==> src/two_wire_slave_pkg.sv <==
// Constants, register map and state codes for the two-wire slave event block
package two_wire_slave_pkg;
  localparam int unsigned ADDR_W = 12;
  localparam int unsigned DATA_W = 32;
  localparam int unsigned NUM_EV = 6;

  localparam logic [ADDR_W-1:0] OFS_TASK_SUSPEND = 12'h01c;
  localparam logic [ADDR_W-1:0] OFS_TASK_RESUME = 12'h020;
  localparam logic [ADDR_W-1:0] OFS_EV_STOPPED = 12'h104;
  localparam logic [ADDR_W-1:0] OFS_EV_ERROR = 12'h124;
  localparam logic [ADDR_W-1:0] OFS_EV_RX_BEGUN = 12'h14c;
  localparam logic [ADDR_W-1:0] OFS_EV_TX_BEGUN = 12'h150;
  localparam logic [ADDR_W-1:0] OFS_EV_WRITE_CMD = 12'h164;
  localparam logic [ADDR_W-1:0] OFS_EV_READ_CMD = 12'h168;
  localparam logic [ADDR_W-1:0] OFS_SHORTCUTS = 12'h200;
  localparam logic [ADDR_W-1:0] OFS_INT_ENABLE = 12'h300;
  localparam logic [ADDR_W-1:0] OFS_ENABLE = 12'h500;
  localparam logic [ADDR_W-1:0] OFS_STATUS = 12'h520;
  localparam logic [ADDR_W-1:0] OFS_OWN_ADDR = 12'h588;

  // Event order inside the flag vector
  localparam int unsigned EV_STOPPED = 0;
  localparam int unsigned EV_ERROR = 1;
  localparam int unsigned EV_RX_BEGUN = 2;
  localparam int unsigned EV_TX_BEGUN = 3;
  localparam int unsigned EV_WRITE_CMD = 4;
  localparam int unsigned EV_READ_CMD = 5;

  // Interrupt enable field positions
  localparam int unsigned IE_STOPPED = 1;
  localparam int unsigned IE_ERROR = 9;
  localparam int unsigned IE_RX_BEGUN = 19;
  localparam int unsigned IE_TX_BEGUN = 20;
  localparam int unsigned IE_WRITE_CMD = 25;
  localparam int unsigned IE_READ_CMD = 26;
  localparam logic [DATA_W-1:0] IE_VALID = 32'h0618_0202;

  // Shortcut field positions
  localparam int unsigned SC_WRITE_SUSPEND = 0;
  localparam int unsigned SC_READ_SUSPEND = 1;

  localparam logic [DATA_W-1:0] RESET_WORD = 32'h0000_0000;
  localparam logic [3:0] BYTE_BITS = 4'h8;
  localparam int unsigned DEV_ADDR_W = 7;

  typedef enum logic [6:0] {
    ST_IDLE = 7'b0000001,
    ST_ADDR = 7'b0000010,
    ST_ADDR_ACK = 7'b0000100,
    ST_RX = 7'b0001000,
    ST_RX_ACK = 7'b0010000,
    ST_TX = 7'b0100000,
    ST_TX_ACK = 7'b1000000
  } link_state_t;
endpackage
==> src/bit_shifter.sv <==
// Serial-in byte shift register with bit counter
`timescale 1ns/100ps
`default_nettype none
module bit_shifter
  import two_wire_slave_pkg::*;
(
  // Clock and reset
  input wire logic i_clk,
  input wire logic i_reset,
  // Control
  input wire logic i_clear,
  input wire logic i_shift,
  input wire logic i_bit,
  // Result
  output logic [7:0] o_byte,
  output logic [3:0] o_count
);
  logic [7:0] byte_q;
  logic [3:0] count_q;

  always_ff @(posedge i_clk) begin
    if (i_reset || i_clear) begin
      byte_q <= 8'h00;
      count_q <= 4'h0;
    end else if (i_shift) begin
      byte_q <= {byte_q[6:0], i_bit};
      count_q <= count_q + 4'h1;
    end
  end

  assign o_byte = byte_q;
  assign o_count = count_q;
endmodule
`default_nettype wire

==> src/pin_sync.sv <==
// Two-stage synchroniser for a pin from outside the clock domain
`timescale 1ns/100ps
`default_nettype none
module pin_sync
  import two_wire_slave_pkg::*;
#(
  parameter logic RESET_LEVEL = 1'b1
) (
  // Clock and reset
  input wire logic i_clk,
  input wire logic i_reset,
  // Pin and synchronised level
  input wire logic i_pin,
  output logic o_level
);
  logic meta_q;
  logic level_q;

  always_ff @(posedge i_clk) begin
    if (i_reset) begin
      meta_q <= RESET_LEVEL;
      level_q <= RESET_LEVEL;
    end else begin
      meta_q <= i_pin;
      level_q <= meta_q;
    end
  end

  assign o_level = level_q;
endmodule
`default_nettype wire

==> src/two_wire_slave_event_irq.sv <==
// Two-wire slave: command detection, event flags, shortcuts and interrupt
//
// Chosen here: strobed register access.
`timescale 1ns/100ps
`default_nettype none
// Summary of operation
// - Write command addressed here sets write flag
// - Read command addressed here sets read flag
// - Shortcut A: write event triggers suspend
// - Shortcut B: read event triggers suspend
// - Shortcuts reset zero, software read-write
// - Enable bits for stopped and error events
// - Enable bits for receive and transmit begun
// - Enable bits for write/read commands, reset zero
// - Receive sequence start raises receive-begun flag
// - Transmit sequence start raises transmit-begun flag
module two_wire_slave_event_irq
  import two_wire_slave_pkg::*;
#(
  parameter logic [DEV_ADDR_W-1:0] DEFAULT_DEV_ADDR = 7'h2a
) (
  // Clock and reset
  input wire logic i_clk,
  input wire logic i_reset,
  // Register port
  input wire logic [ADDR_W-1:0] i_addr,
  input wire logic [DATA_W-1:0] i_wdata,
  input wire logic i_wr,
  input wire logic i_rd,
  output logic [DATA_W-1:0] o_rdata,
  // Two-wire pins
  input wire logic i_scl,
  input wire logic i_sda,
  output logic o_scl_out,
  output logic o_scl_oe_n,
  output logic o_sda_out,
  output logic o_sda_oe_n,
  // Interrupt
  output logic o_irq
);
  localparam logic [ADDR_W-1:0] EV_OFS [NUM_EV] = '{
    OFS_EV_STOPPED, OFS_EV_ERROR, OFS_EV_RX_BEGUN,
    OFS_EV_TX_BEGUN, OFS_EV_WRITE_CMD, OFS_EV_READ_CMD
  };

  function automatic logic [NUM_EV-1:0] enable_mask(input logic [DATA_W-1:0] word);
    enable_mask = {word[IE_READ_CMD], word[IE_WRITE_CMD], word[IE_TX_BEGUN],
                   word[IE_RX_BEGUN], word[IE_ERROR], word[IE_STOPPED]};
  endfunction

  link_state_t state_q;
  link_state_t state_d;
  logic [NUM_EV-1:0] ev_q;
  logic [NUM_EV-1:0] ev_d;
  logic [NUM_EV-1:0] ev_set;
  logic [1:0] sc_q;
  logic [DATA_W-1:0] ie_q;
  logic en_q;
  logic [DEV_ADDR_W-1:0] dev_addr_q;
  logic susp_q;
  logic susp_d;
  logic scl_hold_q;
  logic scl_oe_n_q;
  logic sda_oe_n_q;
  logic sda_drive_q;
  logic sda_drive_d;
  logic addressed_q;
  logic addressed_d;
  logic master_nack_q;
  logic scl_prev_q;
  logic sda_prev_q;
  logic irq_q;
  logic [DATA_W-1:0] rdata_q;
  logic scl_s;
  logic sda_s;
  logic [7:0] shift_byte;
  logic [3:0] shift_count;
  logic shift_clear;

  pin_sync #(.RESET_LEVEL(1'b1)) u_scl_sync (
    .i_clk(i_clk),
    .i_reset(i_reset),
    .i_pin(i_scl),
    .o_level(scl_s)
  );

  pin_sync #(.RESET_LEVEL(1'b1)) u_sda_sync (
    .i_clk(i_clk),
    .i_reset(i_reset),
    .i_pin(i_sda),
    .o_level(sda_s)
  );

  // Line conditions seen on the synchronised levels
  wire scl_rise = scl_s & ~scl_prev_q;
  wire scl_fall = ~scl_s & scl_prev_q;
  wire start_cond = scl_s & scl_prev_q & sda_prev_q & ~sda_s;
  wire stop_cond = scl_s & scl_prev_q & ~sda_prev_q & sda_s;
  wire byte_done = scl_fall & (shift_count == BYTE_BITS);
  wire mid_byte = (state_q == ST_ADDR || state_q == ST_RX || state_q == ST_TX)
                  && (shift_count != 4'h0);
  wire addr_match = (shift_byte[7:1] == dev_addr_q);
  wire cmd_read = shift_byte[0];
  wire data_phase = (state_q == ST_RX) || (state_q == ST_TX);

  bit_shifter u_shifter (
    .i_clk(i_clk),
    .i_reset(i_reset),
    .i_clear(shift_clear),
    .i_shift(scl_rise & (state_q == ST_ADDR || data_phase)),
    .i_bit(sda_s),
    .o_byte(shift_byte),
    .o_count(shift_count)
  );

  // Register decode
  wire [NUM_EV-1:0] ev_sel;
  for (genvar g = 0; g < NUM_EV; g++) begin : g_ev_sel
    assign ev_sel[g] = (i_addr == EV_OFS[g]);
  end
  wire sc_sel = (i_addr == OFS_SHORTCUTS);
  wire ie_sel = (i_addr == OFS_INT_ENABLE);
  wire en_sel = (i_addr == OFS_ENABLE);
  wire st_sel = (i_addr == OFS_STATUS);
  wire da_sel = (i_addr == OFS_OWN_ADDR);
  wire susp_task = i_wr & (i_addr == OFS_TASK_SUSPEND) & i_wdata[0];
  wire resume_task = i_wr & (i_addr == OFS_TASK_RESUME) & i_wdata[0];
  wire [NUM_EV-1:0] ev_clr = ({NUM_EV{i_wr & ~i_wdata[0]}} | {NUM_EV{i_rd}}) & ev_sel;
  wire [NUM_EV-1:0] ie_mask = enable_mask(ie_q);
  wire [DATA_W-1:0] ev_word = {31'h0, |(ev_sel & ev_q)};
  wire [DATA_W-1:0] sc_word = {30'h0, sc_q};
  wire [DATA_W-1:0] en_word = {31'h0, en_q};
  wire [DATA_W-1:0] st_word = {30'h0, addressed_q, susp_q};
  wire [DATA_W-1:0] da_word = {25'h0, dev_addr_q};
  wire [DATA_W-1:0] rdata_d = (|ev_sel) ? ev_word :
                              sc_sel ? sc_word :
                              ie_sel ? ie_q :
                              en_sel ? en_word :
                              st_sel ? st_word :
                              da_sel ? da_word : RESET_WORD;

  // Shortcut links from command events to the suspend task
  wire short_suspend = (ev_set[EV_WRITE_CMD] & sc_q[SC_WRITE_SUSPEND])
                       | (ev_set[EV_READ_CMD] & sc_q[SC_READ_SUSPEND]);

  // Link state machine
  always_comb begin
    state_d = state_q;
    ev_set = '0;
    sda_drive_d = sda_drive_q;
    addressed_d = addressed_q;
    shift_clear = 1'b0;
    if (!en_q) begin
      state_d = ST_IDLE;
      sda_drive_d = 1'b0;
      addressed_d = 1'b0;
      shift_clear = 1'b1;
    end else if (start_cond) begin
      ev_set[EV_ERROR] = mid_byte;
      state_d = ST_ADDR;
      sda_drive_d = 1'b0;
      shift_clear = 1'b1;
    end else if (stop_cond) begin
      ev_set[EV_ERROR] = mid_byte;
      ev_set[EV_STOPPED] = addressed_q;
      state_d = ST_IDLE;
      sda_drive_d = 1'b0;
      addressed_d = 1'b0;
      shift_clear = 1'b1;
    end else begin
      case (state_q)
        ST_IDLE: begin
          sda_drive_d = 1'b0;
        end
        ST_ADDR: begin
          if (byte_done) begin
            if (addr_match) begin
              state_d = ST_ADDR_ACK;
              sda_drive_d = 1'b1;
              addressed_d = 1'b1;
              ev_set[EV_WRITE_CMD] = ~cmd_read;
              ev_set[EV_READ_CMD] = cmd_read;
            end else begin
              state_d = ST_IDLE;
            end
          end
        end
        ST_ADDR_ACK: begin
          if (scl_fall) begin
            sda_drive_d = 1'b0;
            shift_clear = 1'b1;
            state_d = cmd_read ? ST_TX : ST_RX;
            ev_set[EV_TX_BEGUN] = cmd_read;
            ev_set[EV_RX_BEGUN] = ~cmd_read;
          end
        end
        ST_RX: begin
          if (byte_done) begin
            state_d = ST_RX_ACK;
            sda_drive_d = 1'b1;
          end
        end
        ST_RX_ACK: begin
          if (scl_fall) begin
            state_d = ST_RX;
            sda_drive_d = 1'b0;
            shift_clear = 1'b1;
          end
        end
        ST_TX: begin
          if (byte_done) begin
            state_d = ST_TX_ACK;
          end
        end
        ST_TX_ACK: begin
          if (scl_fall) begin
            state_d = master_nack_q ? ST_IDLE : ST_TX;
            shift_clear = 1'b1;
          end
        end
        default: begin
          state_d = ST_IDLE;
          sda_drive_d = 1'b0;
        end
      endcase
    end
  end

  // Hardware set wins over a clear in the same cycle
  assign ev_d = (ev_q & ~ev_clr) | ev_set;
  assign susp_d = (susp_q & ~resume_task & en_q) | susp_task | short_suspend;

  always_ff @(posedge i_clk) begin
    if (i_reset) begin
      state_q <= ST_IDLE;
      ev_q <= '0;
      addressed_q <= 1'b0;
      sda_drive_q <= 1'b0;
      sda_oe_n_q <= 1'b1;
      master_nack_q <= 1'b0;
    end else begin
      state_q <= state_d;
      ev_q <= ev_d;
      addressed_q <= addressed_d;
      sda_drive_q <= sda_drive_d;
      sda_oe_n_q <= ~sda_drive_d;
      master_nack_q <= (state_q == ST_TX_ACK && scl_rise) ? sda_s : master_nack_q;
    end
  end

  always_ff @(posedge i_clk) begin
    if (i_reset) begin
      sc_q <= 2'b00;
      ie_q <= RESET_WORD;
      en_q <= 1'b0;
      dev_addr_q <= DEFAULT_DEV_ADDR;
    end else if (i_wr) begin
      sc_q <= sc_sel ? i_wdata[1:0] : sc_q;
      ie_q <= ie_sel ? (i_wdata & IE_VALID) : ie_q;
      en_q <= en_sel ? i_wdata[0] : en_q;
      dev_addr_q <= da_sel ? i_wdata[DEV_ADDR_W-1:0] : dev_addr_q;
    end
  end

  // Suspend holds the clock line low once it is seen low
  wire scl_hold_d = susp_q & (scl_hold_q | ~scl_s);
  always_ff @(posedge i_clk) begin
    if (i_reset) begin
      susp_q <= 1'b0;
      scl_hold_q <= 1'b0;
      scl_oe_n_q <= 1'b1;
      scl_prev_q <= 1'b1;
      sda_prev_q <= 1'b1;
    end else begin
      susp_q <= susp_d;
      scl_hold_q <= scl_hold_d;
      scl_oe_n_q <= ~scl_hold_d;
      scl_prev_q <= scl_s;
      sda_prev_q <= sda_s;
    end
  end

  always_ff @(posedge i_clk) begin
    if (i_reset) begin
      irq_q <= 1'b0;
      rdata_q <= RESET_WORD;
    end else begin
      irq_q <= |(ev_q & ie_mask);
      rdata_q <= i_rd ? rdata_d : RESET_WORD;
    end
  end

  logic sda_out_q;
  logic scl_out_q;
  always_ff @(posedge i_clk) begin
    if (i_reset) begin
      sda_out_q <= 1'b0;
      scl_out_q <= 1'b0;
    end else begin
      sda_out_q <= 1'b0;
      scl_out_q <= 1'b0;
    end
  end

  assign o_rdata = rdata_q;
  assign o_irq = irq_q;
  assign o_sda_out = sda_out_q;
  assign o_scl_out = scl_out_q;
  assign o_sda_oe_n = sda_oe_n_q;
  assign o_scl_oe_n = scl_oe_n_q;
endmodule
`default_nettype wire

==> config.mk <==
export PLATFORM = sky130hd
export DESIGN_NAME = two_wire_slave_event_irq
export DESIGN_NICKNAME = d
export VERILOG_FILES = /design/src/two_wire_slave_pkg.sv /design/src/bit_shifter.sv /design/src/pin_sync.sv /design/src/two_wire_slave_event_irq.sv
export SDC_FILE = /design/constraint.sdc
export NUM_CORES = 1
export LEC_CHECK = 0
export ABC_AREA = 1
export CAP_MARGIN = 20
export CORE_MARGIN = 2
export CORE_UTILIZATION = 45
export CTS_CLUSTER_DIAMETER = 80
export CTS_CLUSTER_SIZE = 28
export DETAILED_ROUTE_END_ITERATION = 8
export DONT_BUFFER_PORTS = 1
export SYNTH_ARGS = -nofsm -noshare
export SYNTH_HDL_FRONTEND = slang
export SYNTH_SLANG_ARGS = --single-unit
==> constraint.sdc <==
create_clock -name i_clk -period 2 [get_ports i_clk]
set_input_delay 0.1 -clock i_clk [delete_from_list [all_inputs] [get_ports i_clk]]
set_output_delay 0.1 -clock i_clk [all_outputs]
set_load 0.1 [all_outputs]
==> impl_metrics.ini <==
[timing]
slew_violations = 0
fin_crit_ns = 1.73
hold_violations = 0
rsz0062_at_grt = false
worstMarginPinSlew_ns = 0.759
setup_viol = 0
setup_ws_ns = 0.273
worst_clock_skew_ns = 0.00485
max_slew_margin_pct = 49.2
finalSetupTns_ns = 0
min_period_over_period_pct = 86.3
fmaxAchievable_mhz = 579

[pwr]
vdd.ir_drop.worst_uv = 398
p_leak_uw = 0.00166
p_total_uw = 2960
pwr-share-clk_pct = 45.4
p_per_area_nw_per_um2 = 737
p_seq_share_pct = 45.3
swShare_pct = 25.7
power.switching_uw = 761
p_comb_share_pct = 9.3
power.internal_uw = 2200

[cells_and_area]
fill_cells = 764
diodes = 0
area_delta_synth_final_pct = 15.1
final_nets = 575
final_util_pct = 52.8
drive_gt1_share_pct = 14.0

[worst_setup_path]
r2r-start = u_shifter.o_count[0]$_SDFFE_PP0P_
worst_ep_required_time_ns = 2.27
worstSetupEndpointType = flop
setup.worst_path.start_class = input pin
crit_type = input pin to flop
cpMostUsedCell = inv_1
arrival_ns = 2.00
rrSetupSlack_ns = 0.37
cpMaxStageDelayCell = dlygate4sd3_1
cp_max_fo = 18
rr_endpoint = state_q[6]$_SDFFE_PP0P_
crit_family = buffers and inverters
max_stage_delay_ns = 0.82
path_cells = dlygate4sd3_1 > nor2_2 > inv_1 > nor2_4 > inv_1 > a21oi_4 > o21ai_0 > a21oi_1
crit_buf_inv = 3
reg2reg_depth = 9

[drt]
drt_pass1_iterations = 6
vias = 3119
finalWirelength_um = 7810
wl_per_cell_um = 12.4
initialDrtViolationCount = 173
drc = 0
drtAntennaViolNets = 0
viasPerCell = 4.95

[min_path]
worstHoldStart = i_addr[9]
worstHoldPathType = input pin to flop
holdPathStages = 3
hold_end = o_rdata[0]$_SDFF_PP0_

[synthesis]
synth-async-reset-ratio_pct = 0
ys_warn_count = 0
synth_edf_count = 0
syn-cell-area_um2 = 3490
synth_top_family_by_area = simple AND/OR/NAND/NOR gates
synth_fa_ha_area_share_pct = 0.716
ys_ff_latch = 67
synthSimpleGateAreaFrac_pct = 34.7
synth_mux_area_share_pct = 0
ys_seq_area_share_pct = 38.4
syn_inst = 487
synth-compound-area-share_pct = 12.4
synthTopCellsByArea = dfxtp_1 38%, nand2_1 9.3%, inv_1 6.9%
synth_top_area_share_pct = 38.4
synth-main-ff-cell = dfxtp_1
yosysTopAreaCell = dfxtp_1
syn_avg_cell_area_um2 = 7.17
synth-xor-area-share_pct = 0.501
yosysUniqueCellTypes = 42

[place]
dp_hpwl_um = 5960
pre_cts_ws_ns = 0.388
place_congestion = 0.933
io_buffer_count = 0

[run_status]
outcome = finished clean

[die]
die_area_um2 = 8480
die_height_um = 92.1
core_area_um2 = 7610
die_w_um = 92.1
boundaryPins = 87
rows = 32
initial_core_util_pct = 45.9

[clock_tree]
clock_sinks = 67
clockRootBuffer = clkbuf_8
post_cts_buffers = 0
clk_latency_ns = 0.33
htree_num_levels = 3
cts_made_buffers = 9
cts.reportedPaths.clkPinSlew_ns = 0.07
clockBufferDepth = 2
cts_tree = yes

[global_routing]
grt_overflow = 0
grt_pass1_vias = 2943
grt_pass1_wl_um = 13200
antenna_found_initial = 0
grt_start_max_net_pins = 19
grt.total_usage_pct = 19.6

[flow_run]
maxCapViolations = 0
power groups by stage:
stage	sequential, uW	combinational [uW]	clock, uW
final	1340	277	1340
after global routing	1340	290	1450
after CTS	1340	276	1380
after detailed placement	1370	244	0
after global placement	1370	243	0
after floorplan	1370	270	0
worst reg2reg max path, cell delays in order, from the launching register on:
cell	delay (ns)
dfxtp_1	0.33
inv_1	0.09
ha_1	0.23
nand4_4	0.17
nand2_1	0.12
nand2_1	0.09
nor2_4	0.18
nand2_4	0.10
o21ai_0	0.17
nor2_1	0.05
through the flow:
stage	area, um2	hold slack [ns]	instances
2_1_floorplan	3570	0.204	508
3_3_place_gp	3620	0.176	598
3_5_place_dp	3620	0.178	598
4_1_cts	4020	0.0244	630
5_1_grt	4020	0.0324	630
6_report	4020	0.0467	630
logic make-up after synthesis:
family,after synthesis
DFF,67
AOI/OAI and AO/OA,76
xor gates and xnor gates,2
other,1
adders and majority gates,2
buffers and inverters,98
and+or+nand+nor,241
flip-flops by register name (all words and copies together) (netlist names), 2 cells and up:
register / cells
o_rdata: 12
u_shifter.o_byte: 8
dev_addr_q: 7
state_q: 7
ev_q: 6
ie_q: 6
u_shifter.o_count: 4
sc_q: 2
Yosys cell counts, types with 3 or more instances:
| cell type | count |
|---|---|
| nand2_1 | 87 |
| a21oi_1 | 29 |
| nor2_1 | 61 |
| o21ai_0 | 32 |
| nor2_2 | 8 |
| nand3_1 | 37 |
| buf_4 | 22 |
| clkbuf_1 | 3 |
| inv_1 | 64 |
| o211ai_1 | 4 |
| or2_2 | 4 |
| dfxtp_1 | 67 |
| inv_2 | 6 |
| nand4_1 | 11 |
| nor3_1 | 9 |
| nand2_4 | 5 |
| nor2_4 | 8 |
how the worst max path moves through the flow:
stage	cells past startpoint	slack (ns)	to	from
final	8	0.27	u_shifter.o_count[0]$_SDFFE_PP0P_	i_reset
after global routing	8	0.1	u_shifter.o_byte[0]$_SDFFE_PP0P_	i_reset
after CTS	8	0.26	u_shifter.o_byte[3]$_SDFFE_PP0P_	i_reset
after detailed placement	9	0.39	state_q[6]$_SDFFE_PP0P_	u_shifter.o_count[0]$_SDFFE_PP0P_
after global placement	9	0.41	state_q[6]$_SDFFE_PP0P_	u_shifter.o_count[0]$_SDFFE_PP0P_
after floorplan	9	0.59	state_q[4]$_SDFFE_PP0P_	u_shifter.o_count[0]$_SDFFE_PP0P_
cell type report:
| class | instances | area, um2 | share of cell area (%) |
|---|---|---|---|
| Clock buffer | 9 | 124 | 3.08 |
| Inverter | 71 | 268 | 6.66 |
| Clock inverter | 7 | 116 | 2.89 |
| Sequential cell | 67 | 1340 | 33.4 |
| Tap cell | 102 | 128 | 3.17 |
| Multi-Input combinational cell | 343 | 1770 | 44.0 |
| Timing Repair Buffer | 31 | 273 | 6.78 |
metal layers:
layer / GRT usage [%] / share of wire [%]
met5: 0 / 0
met3: 3.62 / 5.3
met2: 31.6 / 47
met1: 25.7 / 46
met4: 8.33 / 1.7
repair_timing:
item,4_1_cts,5_1_grt
resized for setup,0,0
endpoints found under the setup margin,0,0
hold buffers,16,0
hold endpoints to repair,33,0
cell usage in the layout (no fill, tap or decap), types with 9 or more instances in the layout:
cell type / n
nand2_1: 87
o21ai_0: 32
dfxtp_1: 67
buf_4: 15
nor3_1: 9
inv_1: 64
nor2_1: 61
conb_1: 22
nand4_1: 11
clkbuf_8: 9
nand3_1: 37
dlygate4sd3_1: 16
a21oi_1: 29
Note: power is estimated with default switching activity, not from simulation.
